===== src/inc/csr_consts.svh =====
// Purpose: constants of the card suspend / resume handler
// Assumes: bytes are 8 bits, durations are unit byte then count byte
// Notes: status words are sw1 in [15:8], sw2 in [7:0]
`ifndef CSR_CONSTS_SVH
`define CSR_CONSTS_SVH

`define CSR_P1_SUSPEND 8'h00
`define CSR_P1_RESUME 8'h01
`define CSR_P2_ZERO 8'h00
`define CSR_SUSP_LC 8'h04
`define CSR_SUSP_LE 8'h0a
`define CSR_RES_LC 8'h08
`define CSR_SELECT_BY_NAME 8'h04

`define CSR_SW_OK 16'h9000
`define CSR_SW_NOT_ALLOWED 16'h6985
`define CSR_SW_DUR_TOO_BIG 16'h9864
`define CSR_SW_TOKEN_BAD 16'h6982
`define CSR_SW_BAD_P1P2 16'h6a86
`define CSR_SW_BAD_LEN 16'h6700
`define CSR_SW_BAD_DATA 16'h6a80

`define CSR_UNIT_SEC 8'h00
`define CSR_UNIT_MIN 8'h01
`define CSR_UNIT_HOUR 8'h02
`define CSR_UNIT_DAY 8'h03
`define CSR_UNIT_TENDAY 8'h04

`define CSR_SECS_MIN 28'h3c
`define CSR_SECS_HOUR 28'he10
`define CSR_SECS_DAY 28'h15180
`define CSR_SECS_TENDAY 28'hd2f00

`define CSR_TOKEN_BYTES 4'h8
`define CSR_RSP_BYTES 4'ha
`define CSR_LFSR_SEED 64'h0123_4567_89ab_cdef

`endif


===== src/inc/csr_pkg.sv =====
// Purpose: types shared by the suspend / resume handler and its users
// Assumes: the command decoder ahead of this block classifies commands
// Notes: none
package csr_pkg;
   typedef enum logic [2:0] {
      CSR_CMD_SUSPEND,
      CSR_CMD_SELECT,
      CSR_CMD_READ_BINARY,
      CSR_CMD_READ_RECORD,
      CSR_CMD_TERM_CAP,
      CSR_CMD_OTHER
   } csr_cmd_e;

   typedef enum logic [2:0] {
      CSR_IDLE,
      CSR_RX,
      CSR_CHECK,
      CSR_SAVE,
      CSR_RESTORE,
      CSR_RSP,
      CSR_SW
   } csr_state_e;
endpackage


===== src/hw/csr_token_gen.sv =====
// Purpose: free-running 64-bit pseudo random source for resume tokens
// Assumes: i_entropy toggles from some noisy source, may be tied low
// Notes: output is registered
`timescale 1ns/10ps
`include "csr_consts.svh"
module csr_token_gen (
   input wire logic i_mclk,
   input wire logic i_rst,
   input wire logic i_entropy,
   output logic [63:0] o_token
);
   logic fb;

   // taps 64,63,61,60; entropy mixed in so tokens differ per power-up
   assign fb = o_token[63] ^ o_token[62] ^ o_token[60] ^ o_token[59]
               ^ i_entropy;

   always_ff @(posedge i_mclk or posedge i_rst) begin
      if (i_rst) begin
         o_token <= `CSR_LFSR_SEED;
      end else begin
         o_token <= {o_token[62:0], fb};
      end
   end
endmodule


===== src/hw/csr_ctrl.sv =====
// Purpose: card-side handler of the suspend and resume command pair
// Assumes: header and data bytes arrive pre-parsed from a frame decoder
// Notes: session state itself lives in an external store driven here
//
// Overview of operation
// - refuse suspend 6985 while proactive, bearer channel or secure use
// - suspend may also be refused 6985 for internal reasons
// - refuse suspend 9864 when proposed minimum exceeds card capability
// - accepted suspend saves random 8-byte token with full state
// - negotiated maximum lies between proposed minimum and maximum
// - no pending-proactive status after a successful suspend
// - suspend uses P1 00, P2 00, four data bytes, ten reply bytes
// - reply holds negotiated maximum then the eight token bytes
// - durations are a unit byte then a count byte
// - resume erases saved state on success and on token mismatch
// - only some read commands allowed before resume
// - any other command erases saved state and continues
// - resume without valid saved state is refused 6985
// - token mismatch on resume answers 6982
// - token match restores saved state and answers 9000
// - resume uses P1 01, P2 00, eight token bytes, no reply data
`timescale 1ns/10ps
`include "csr_consts.svh"
module csr_ctrl (
   input wire logic i_mclk,
   input wire logic i_rst,
   input wire logic i_cmd_valid,
   input wire csr_pkg::csr_cmd_e i_cmd_kind,
   input wire logic [7:0] i_p1,
   input wire logic [7:0] i_p2,
   input wire logic [7:0] i_lc,
   input wire logic i_le_present,
   input wire logic [7:0] i_le,
   input wire logic i_data_valid,
   input wire logic [7:0] i_data,
   input wire logic i_proactive_active,
   input wire logic i_bearer_channel_open,
   input wire logic i_secure_channel_active,
   input wire logic i_internal_refuse,
   input wire logic [15:0] i_card_max_dur,
   input wire logic i_entropy,
   input wire logic i_store_done,
   output logic o_busy,
   output logic o_rsp_valid,
   output logic [7:0] o_rsp_data,
   output logic o_sw_valid,
   output logic [15:0] o_sw,
   output logic o_save_req,
   output logic o_restore_req,
   output logic o_erase_req,
   output logic o_saved_valid,
   output logic o_hold_proactive,
   output logic [63:0] o_saved_token
);
   import csr_pkg::*;

   csr_state_e state;
   csr_state_e next_state;
   logic [7:0] hdr_p1;
   logic [7:0] hdr_p2;
   logic [7:0] hdr_lc;
   logic hdr_le_present;
   logic [7:0] hdr_le;
   logic [7:0] rx_cnt;
   logic [63:0] rx_buf;
   logic [3:0] rsp_idx;
   logic [15:0] neg_dur;
   logic [15:0] next_sw;
   logic [63:0] rand_token;
   logic cmd_take;
   logic rx_last;
   logic pre_resume_ok;
   logic [15:0] prop_min;
   logic [15:0] prop_max;
   logic [27:0] min_secs;
   logic [27:0] max_secs;
   logic [27:0] card_secs;
   logic units_ok;
   logic accept_susp;
   logic token_match;
   logic start_resume;
   logic [7:0] rsp_byte;

   csr_token_gen u_token (
      .i_mclk(i_mclk),
      .i_rst(i_rst),
      .i_entropy(i_entropy),
      .o_token(rand_token)
   );

   // duration in seconds, wide enough for 255 ten-day periods
   function automatic logic [27:0] dur_secs(input logic [15:0] d);
      logic [27:0] cnt;
      cnt = {20'h0, d[7:0]};
      case (d[15:8])
         `CSR_UNIT_SEC: dur_secs = cnt;
         `CSR_UNIT_MIN: dur_secs = 28'(cnt * `CSR_SECS_MIN);
         `CSR_UNIT_HOUR: dur_secs = 28'(cnt * `CSR_SECS_HOUR);
         `CSR_UNIT_DAY: dur_secs = 28'(cnt * `CSR_SECS_DAY);
         `CSR_UNIT_TENDAY: dur_secs = 28'(cnt * `CSR_SECS_TENDAY);
         default: dur_secs = 28'h0;
      endcase
   endfunction

   assign cmd_take = i_cmd_valid && !o_busy;
   assign rx_last = i_data_valid && (rx_cnt + 8'h01 == hdr_lc);

   // reads allowed before resume; SELECT by name is not among them
   always_comb begin
      case (i_cmd_kind)
         CSR_CMD_SELECT: pre_resume_ok = (i_p1 != `CSR_SELECT_BY_NAME);
         CSR_CMD_READ_BINARY: pre_resume_ok = 1'b1;
         CSR_CMD_READ_RECORD: pre_resume_ok = 1'b1;
         CSR_CMD_TERM_CAP: pre_resume_ok = 1'b1;
         default: pre_resume_ok = 1'b0;
      endcase
   end

   // first data byte sits in rx_buf[31:24] for a four-byte field
   assign prop_min = rx_buf[31:16];
   assign prop_max = rx_buf[15:0];
   assign min_secs = dur_secs(prop_min);
   assign max_secs = dur_secs(prop_max);
   assign card_secs = dur_secs(i_card_max_dur);
   assign units_ok = (prop_min[15:8] <= `CSR_UNIT_TENDAY)
                     && (prop_max[15:8] <= `CSR_UNIT_TENDAY)
                     && (min_secs <= max_secs);
   assign token_match = (rx_buf == o_saved_token);

   // verdict of the checking cycle
   always_comb begin
      next_sw = `CSR_SW_OK;
      accept_susp = 1'b0;
      start_resume = 1'b0;
      if (hdr_p1 == `CSR_P1_SUSPEND) begin
         if (hdr_p2 != `CSR_P2_ZERO) begin
            next_sw = `CSR_SW_BAD_P1P2;
         end else if (hdr_lc != `CSR_SUSP_LC || !hdr_le_present
                      || hdr_le != `CSR_SUSP_LE) begin
            next_sw = `CSR_SW_BAD_LEN;
         end else if (!units_ok) begin
            next_sw = `CSR_SW_BAD_DATA;
         end else if (i_proactive_active || i_bearer_channel_open
                      || i_secure_channel_active) begin
            next_sw = `CSR_SW_NOT_ALLOWED;
         end else if (i_internal_refuse) begin
            next_sw = `CSR_SW_NOT_ALLOWED;
         end else if (min_secs > card_secs) begin
            next_sw = `CSR_SW_DUR_TOO_BIG;
         end else begin
            accept_susp = 1'b1;
         end
      end else if (hdr_p1 == `CSR_P1_RESUME) begin
         if (hdr_p2 != `CSR_P2_ZERO) begin
            next_sw = `CSR_SW_BAD_P1P2;
         end else if (hdr_lc != `CSR_RES_LC || hdr_le_present) begin
            next_sw = `CSR_SW_BAD_LEN;
         end else if (!o_saved_valid) begin
            next_sw = `CSR_SW_NOT_ALLOWED;
         end else if (!token_match) begin
            next_sw = `CSR_SW_TOKEN_BAD;
         end else begin
            start_resume = 1'b1;
         end
      end else begin
         next_sw = `CSR_SW_BAD_P1P2;
      end
   end

   always_comb begin
      next_state = state;
      case (state)
         CSR_IDLE: begin
            if (cmd_take && i_cmd_kind == CSR_CMD_SUSPEND) begin
               next_state = (i_lc == 8'h00) ? CSR_CHECK : CSR_RX;
            end
         end
         CSR_RX: begin
            if (rx_last) begin
               next_state = CSR_CHECK;
            end
         end
         CSR_CHECK: begin
            if (accept_susp) begin
               next_state = CSR_SAVE;
            end else if (start_resume) begin
               next_state = CSR_RESTORE;
            end else begin
               next_state = CSR_SW;
            end
         end
         CSR_SAVE: begin
            if (i_store_done) begin
               next_state = CSR_RSP;
            end
         end
         CSR_RESTORE: begin
            if (i_store_done) begin
               next_state = CSR_SW;
            end
         end
         CSR_RSP: begin
            if (rsp_idx == `CSR_RSP_BYTES - 4'd1) begin
               next_state = CSR_SW;
            end
         end
         CSR_SW: next_state = CSR_IDLE;
         default: next_state = CSR_IDLE;
      endcase
   end

   always_ff @(posedge i_mclk or posedge i_rst) begin
      if (i_rst) begin
         state <= CSR_IDLE;
         o_busy <= 1'b0;
      end else begin
         state <= next_state;
         o_busy <= (next_state != CSR_IDLE);
      end
   end

   // header latch and data byte collection
   always_ff @(posedge i_mclk or posedge i_rst) begin
      if (i_rst) begin
         hdr_p1 <= 8'h00;
         hdr_p2 <= 8'h00;
         hdr_lc <= 8'h00;
         hdr_le_present <= 1'b0;
         hdr_le <= 8'h00;
         rx_cnt <= 8'h00;
         rx_buf <= 64'h0;
      end else if (state == CSR_IDLE && cmd_take) begin
         hdr_p1 <= i_p1;
         hdr_p2 <= i_p2;
         hdr_lc <= i_lc;
         hdr_le_present <= i_le_present;
         hdr_le <= i_le;
         rx_cnt <= 8'h00;
         rx_buf <= 64'h0;
      end else if (state == CSR_RX && i_data_valid) begin
         // only the last eight bytes survive an overlong field
         rx_cnt <= rx_cnt + 8'h01;
         rx_buf <= {rx_buf[55:0], i_data};
      end
   end

   // negotiated maximum: terminal max clipped to what the card can do
   always_ff @(posedge i_mclk or posedge i_rst) begin
      if (i_rst) begin
         neg_dur <= 16'h0;
      end else if (state == CSR_CHECK && accept_susp) begin
         neg_dur <= (card_secs >= max_secs) ? prop_max
                                            : i_card_max_dur;
      end
   end

   // saved-state flag and token; cleared by reset, so lost at a fresh card session
   always_ff @(posedge i_mclk or posedge i_rst) begin
      if (i_rst) begin
         o_saved_valid <= 1'b0;
         o_saved_token <= 64'h0;
      end else if (state == CSR_CHECK && accept_susp) begin
         o_saved_token <= rand_token;
      end else if (state == CSR_SAVE && i_store_done) begin
         o_saved_valid <= 1'b1;
      end else if (state == CSR_CHECK && hdr_p1 == `CSR_P1_RESUME
                   && next_sw == `CSR_SW_TOKEN_BAD) begin
         o_saved_valid <= 1'b0;
      end else if (state == CSR_RESTORE && i_store_done) begin
         o_saved_valid <= 1'b0;
      end else if (state == CSR_IDLE && cmd_take && o_saved_valid
                   && i_cmd_kind != CSR_CMD_SUSPEND
                   && !pre_resume_ok) begin
         o_saved_valid <= 1'b0;
      end
   end

   // strobes to the session store
   always_ff @(posedge i_mclk or posedge i_rst) begin
      if (i_rst) begin
         o_save_req <= 1'b0;
         o_restore_req <= 1'b0;
         o_erase_req <= 1'b0;
      end else begin
         o_save_req <= (state == CSR_CHECK) && accept_susp;
         // restore brings back the pre-suspend context, dropping reads
         o_restore_req <= (state == CSR_CHECK) && start_resume;
         o_erase_req <= ((state == CSR_CHECK)
                         && hdr_p1 == `CSR_P1_RESUME
                         && next_sw == `CSR_SW_TOKEN_BAD)
                        || ((state == CSR_RESTORE) && i_store_done)
                        || ((state == CSR_IDLE) && cmd_take
                            && o_saved_valid
                            && i_cmd_kind != CSR_CMD_SUSPEND
                            && !pre_resume_ok);
      end
   end

   // once suspended the card waits for power-down, no new proactive
   always_ff @(posedge i_mclk or posedge i_rst) begin
      if (i_rst) begin
         o_hold_proactive <= 1'b0;
      end else if (state == CSR_SAVE && i_store_done) begin
         o_hold_proactive <= 1'b1;
      end else if (state == CSR_RESTORE && i_store_done) begin
         o_hold_proactive <= 1'b0;
      end
   end

   always_comb begin
      case (rsp_idx)
         4'd0: rsp_byte = neg_dur[15:8];
         4'd1: rsp_byte = neg_dur[7:0];
         default: rsp_byte = o_saved_token[8'd63 - {rsp_idx - 4'd2, 3'b000}
                                           -: 8];
      endcase
   end

   // reply bytes: negotiated duration then token, msb byte first
   always_ff @(posedge i_mclk or posedge i_rst) begin
      if (i_rst) begin
         rsp_idx <= 4'd0;
         o_rsp_valid <= 1'b0;
         o_rsp_data <= 8'h00;
      end else if (state == CSR_RSP) begin
         rsp_idx <= rsp_idx + 4'd1;
         o_rsp_valid <= 1'b1;
         o_rsp_data <= rsp_byte;
      end else begin
         rsp_idx <= 4'd0;
         o_rsp_valid <= 1'b0;
         o_rsp_data <= 8'h00;
      end
   end

   // status word; held until the next one
   always_ff @(posedge i_mclk or posedge i_rst) begin
      if (i_rst) begin
         o_sw_valid <= 1'b0;
         o_sw <= 16'h0;
      end else begin
         o_sw_valid <= (state == CSR_SW);
         if (state == CSR_CHECK && !accept_susp && !start_resume) begin
            o_sw <= next_sw;
         end else if (state == CSR_CHECK) begin
            o_sw <= `CSR_SW_OK;
         end
      end
   end
endmodule


===== config.mk =====
export PLATFORM = sky130hd
export DESIGN_NAME = csr_ctrl
export DESIGN_NICKNAME = d
export VERILOG_FILES = /design/src/inc/csr_pkg.sv /design/src/hw/csr_token_gen.sv /design/src/hw/csr_ctrl.sv
export VERILOG_INCLUDE_DIRS = /design/src /design/src/inc
export SDC_FILE = /design/constraint.sdc
export NUM_CORES = 2
export LEC_CHECK = 0
export BUFFER_PORTS_ARGS = -buffer_cell sky130_fd_sc_hd__buf_2
export CORE_MARGIN = 1.5
export CORE_UTILIZATION = 35
export CTS_BUF_LIST = sky130_fd_sc_hd__clkbuf_16
export CTS_CLUSTER_DIAMETER = 150
export CTS_CLUSTER_SIZE = 10
export DETAILED_ROUTE_END_ITERATION = 12
export PLACE_DENSITY_LB_ADDON = 0.25
export SLEW_MARGIN = 30
export SYNTH_ARGS = -nofsm -noshare
export SYNTH_HDL_FRONTEND = slang
export SYNTH_SLANG_ARGS = --single-unit
export TNS_END_PERCENT = 20

===== constraint.sdc =====
create_clock -name i_mclk -period 9 [get_ports i_mclk]
set_clock_uncertainty 0.05 [all_clocks]
set_input_delay 0.9 -clock i_mclk [delete_from_list [all_inputs] [get_ports i_mclk]]
set_output_delay 0.9 -clock i_mclk [all_outputs]
set_load 0.02 [all_outputs]

==> flow_metrics.py <==
metrics = {
    "worst_setup_path": {
        "criticalPathCategory": "reg -> reg",
        "cp_slowest_cell": "dfrtp_1",
        "startpoint_type": "flop",
        "cp_max_fo": 44,
        "cp_num_buf_inv": 6,
        "critPathTopFamily": "adder cells",
        "cp_data_required_time_ns": 9.36,
        "critical_path.max_stage_delay_ns": 0.61,
        "endpoint_kind": "flop",
        "cp.arrival_ns": 8.85,
    },
    "layout": {
        "insertedDiodeCount": 0,
        "mostFrequentLayoutCell": "ha_1",
        "synthToLayoutAreaGrowth_pct": 11.3,
        "mostFrequentLayoutCells": "ha_1 (492), inv_1 (434), dfrtp_1 (251), nand2_1 (230), buf_2 (163)",
        "drive_gt1_share_pct": 14.8,
        "fin_nets": 3759,
    },
    "placement": {
        "place_congestion": 0.907,
        "io_buffers": 163,
        "dp_hpwl_mm": 69.0,
        "place_ws_ns": 0.447,
    },
    "timing": {
        "fmax_mhz": 118,
        "tns_ns": 0,
        "fin_crit_ns": 8.49,
        "slew_violations": 0,
        "rsz0062_at_grt": "no",
        "finalHoldViolations": 0,
        "min_period_over_period_pct": 94.4,
        "worst_pin_slew_ns": 0.892,
        "relSlewSlack_pct": 40.5,
        "finalSetupViolCount": 0,
        "finalWorstSetupSlack_ns": 0.505,
    },
    "global_route": {
        "first_global_vias": 21900,
        "gr-total-overflow": 0,
        "grt_pass1_wl_mm": 131,
        "grt_antenna_before_repair": 0,
        "grt_util_all_layers_pct": 20.7,
        "grt_start_max_net_pins": 178,
    },
    "clock_network": {
        "cts_buffer_depth": 3,
        "cts_max_level": 2,
        "numClockSinks": 283,
        "postCtsHoldBufs": 0,
        "ctsResizeCount": 0,
        "clk_latency_ns": 0.53,
        "path_clk_slew_ns": 0.06,
        "cts_tree": "built",
        "root_buffer": "clkbuf_16",
        "post-cts-setup-buffer-count": 0,
        "numCtsBuffers": 34,
    },
    "floorplan": {
        "die_y_um": 288,
        "fp.dieW_um": 288,
        "dieArea_mm2": 0.0829,
        "io_pins": 166,
        "num_rows": 104,
        "start_util_pct": 35.3,
        "coreArea_mm2": 0.0804,
    },
    "logic_synthesis": {
        "yosys_register_bits": 283,
        "ys.flop_type": "dfrtp_1",
        "async_flop_share_pct": 100,
        "synthCells": 2885,
        "syn_avg_cell_area_um2": 9.85,
        "syn_area_mm2": 0.0284,
        "yosysWarnings": 0,
        "synth_edf_count": 0,
        "synth_seq_area_share_pct": 25.1,
        "yosysUniqueCellTypes": 83,
    },
    "route": {
        "ant_nets": 0,
        "route.detailed.wl_per_inst_um": 20.6,
        "wirelength_mm": 85.2,
        "route.vias.total": 21400,
        "dr.pass1.iters": 6,
        "drt-initial-drc-count": 1382,
        "vias_per_cell": 5.17,
        "drc": 0,
    },
    "power_and_ir_drop": {
        "power_density_mw_per_mm2": 275,
        "leakagePower_nw": 17.4,
        "irDropWorstVdd_v": 0.000298,
    },
    "flow_run": {
        "maxCapViolCount": 0,
    },
    "run_status": {
        "status": "complete, no violations",
    },
    "min_path": {
        "holdCritPathClass": "reg -> reg",
    },
}
## synth_stat cells, types with 20 or more instances
master | number | area [µm²]
mux2_4 | 78 | 1170
clkbuf_1 | 47 | 176
dfrtp_1 | 251 | 6280
o21ai_0 | 115 | 576
a21o_1 | 63 | 473
o31ai_1 | 28 | 210
mux2_2 | 45 | 507
nor2_1 | 103 | 387
dfstp_2 | 32 | 841
o21bai_1 | 30 | 225
nor4_1 | 29 | 181
nand3_1 | 30 | 150
nand2b_1 | 20 | 125
inv_1 | 417 | 1570
nand2_1 | 230 | 863
mux2i_1 | 27 | 270
o22ai_1 | 34 | 213
a22oi_1 | 26 | 195
xor2_1 | 115 | 1010
fa_1 | 139 | 2780
a21oi_1 | 117 | 586
nand4_1 | 23 | 144
xnor2_1 | 102 | 893
ha_1 | 492 | 6160
nor3_1 | 34 | 170
## final timing paths
kind / startpoint / to / slack (ns) / depth (start not counted)
setup / recovery: rx_buf[3] / o_saved_token[18] / 0.51 / 31
hold / removal: u_token.o_token[6] / u_token.o_token[7] / 0.31 / 0
setup reg to reg: rx_buf[3] / o_saved_token[18] / 0.51 / 31
hold reg to reg: u_token.o_token[6] / u_token.o_token[7] / 0.31 / 0
max in group asynchronous: i_rst / u_token.o_token[13] / 6.95 / 4
min in group asynchronous: i_rst / hdr_p2[5] / 0.43 / 2
## worst reg2reg max path: cells and delay by family (launching register included)
family / cells / cell delay (ns)
AOI/OAI and AO/OA: 10 / 1.97
xor gates and xnor gates: 1 / 0.25
adders and majority gates: 6 / 2.29
buffers and inverters: 6 / 0.94
DFF: 1 / 0.61
muxes: 1 / 0.31
and+or+nand+nor: 7 / 1.94
## cell families (layout without fill, tap and decap cells)
family | after synthesis | after routing | share of synthesized area, %
adders and majority gates | 631 | 631 | 31.5
and+or+nand+nor | 561 | 561 | 9.48
AOI/OAI and AO/OA | 527 | 527 | 12.1
buffers and inverters | 497 | 689 | 6.87
DFF | 283 | 283 | 25.1
xor gates and xnor gates | 217 | 217 | 6.69
muxes | 168 | 168 | 8.28
other | 1 | 2 | 0.0132
## where the power goes
| part | internal [mW] | switching, mW | leakage (nW) | total, mW |
|---|---|---|---|---|
| sequential | 1.44 | 0.167 | 3.69 | 1.61 |
| clock | 0.684 | 0.531 | 0.535 | 1.22 |
| combinational | 2.38 | 3.52 | 13.2 | 5.89 |
## flip-flops by register name (all words and copies together), names as in the netlist, 4 cells and up
signal,cells
rx_buf,64
o_saved_token,64
hdr_lc,8
hdr_le,8
hdr_p2,8
o_rsp_data,8
rx_cnt,8
rsp_idx,4
neg_dur,16
hdr_p1,8
u_token.o_token,64
o_sw,11
## through the flow
step	instance area [µm²]	hold WS (ns)	instances	power (mW)	util, %
after floorplan	28400	0.304	2886	5.80	-
after global placement	30600	0.307	4081	7.49	38.1
after detailed placement	30600	0.308	4081	7.46	38.1
after CTS	31600	0.311	4137	8.77	39.3
after global routing	31600	0.312	4138	9.56	39.3
final	31600	0.312	4138	8.71	39.3
## routing by layer
| layer | GRT usage, % | routed length [µm] | vias to the layer above |
|---|---|---|---|
| met5 | 0 | 0 | - |
| met4 | 6.03 | 2500 | 0 |
| met3 | 2.03 | 3760 | 114 |
| met2 | 34.0 | 39700 | 502 |
| met1 | 28.6 | 39200 | 10500 |
| li1 | - | - | 10300 |
## area by class of cell
class / instances / area, µm²
Inverter: 417 / 1570
Multi-Input combinational cell: 2106 / 19400
Sequential cell: 283 / 7120
Tap cell: 1060 / 1330
Timing Repair Buffer: 216 / 1270
Clock inverter: 22 / 110
Clock buffer: 34 / 851
Fill cell: 8097 / 48800
Power figures use the tool's default switching activity.
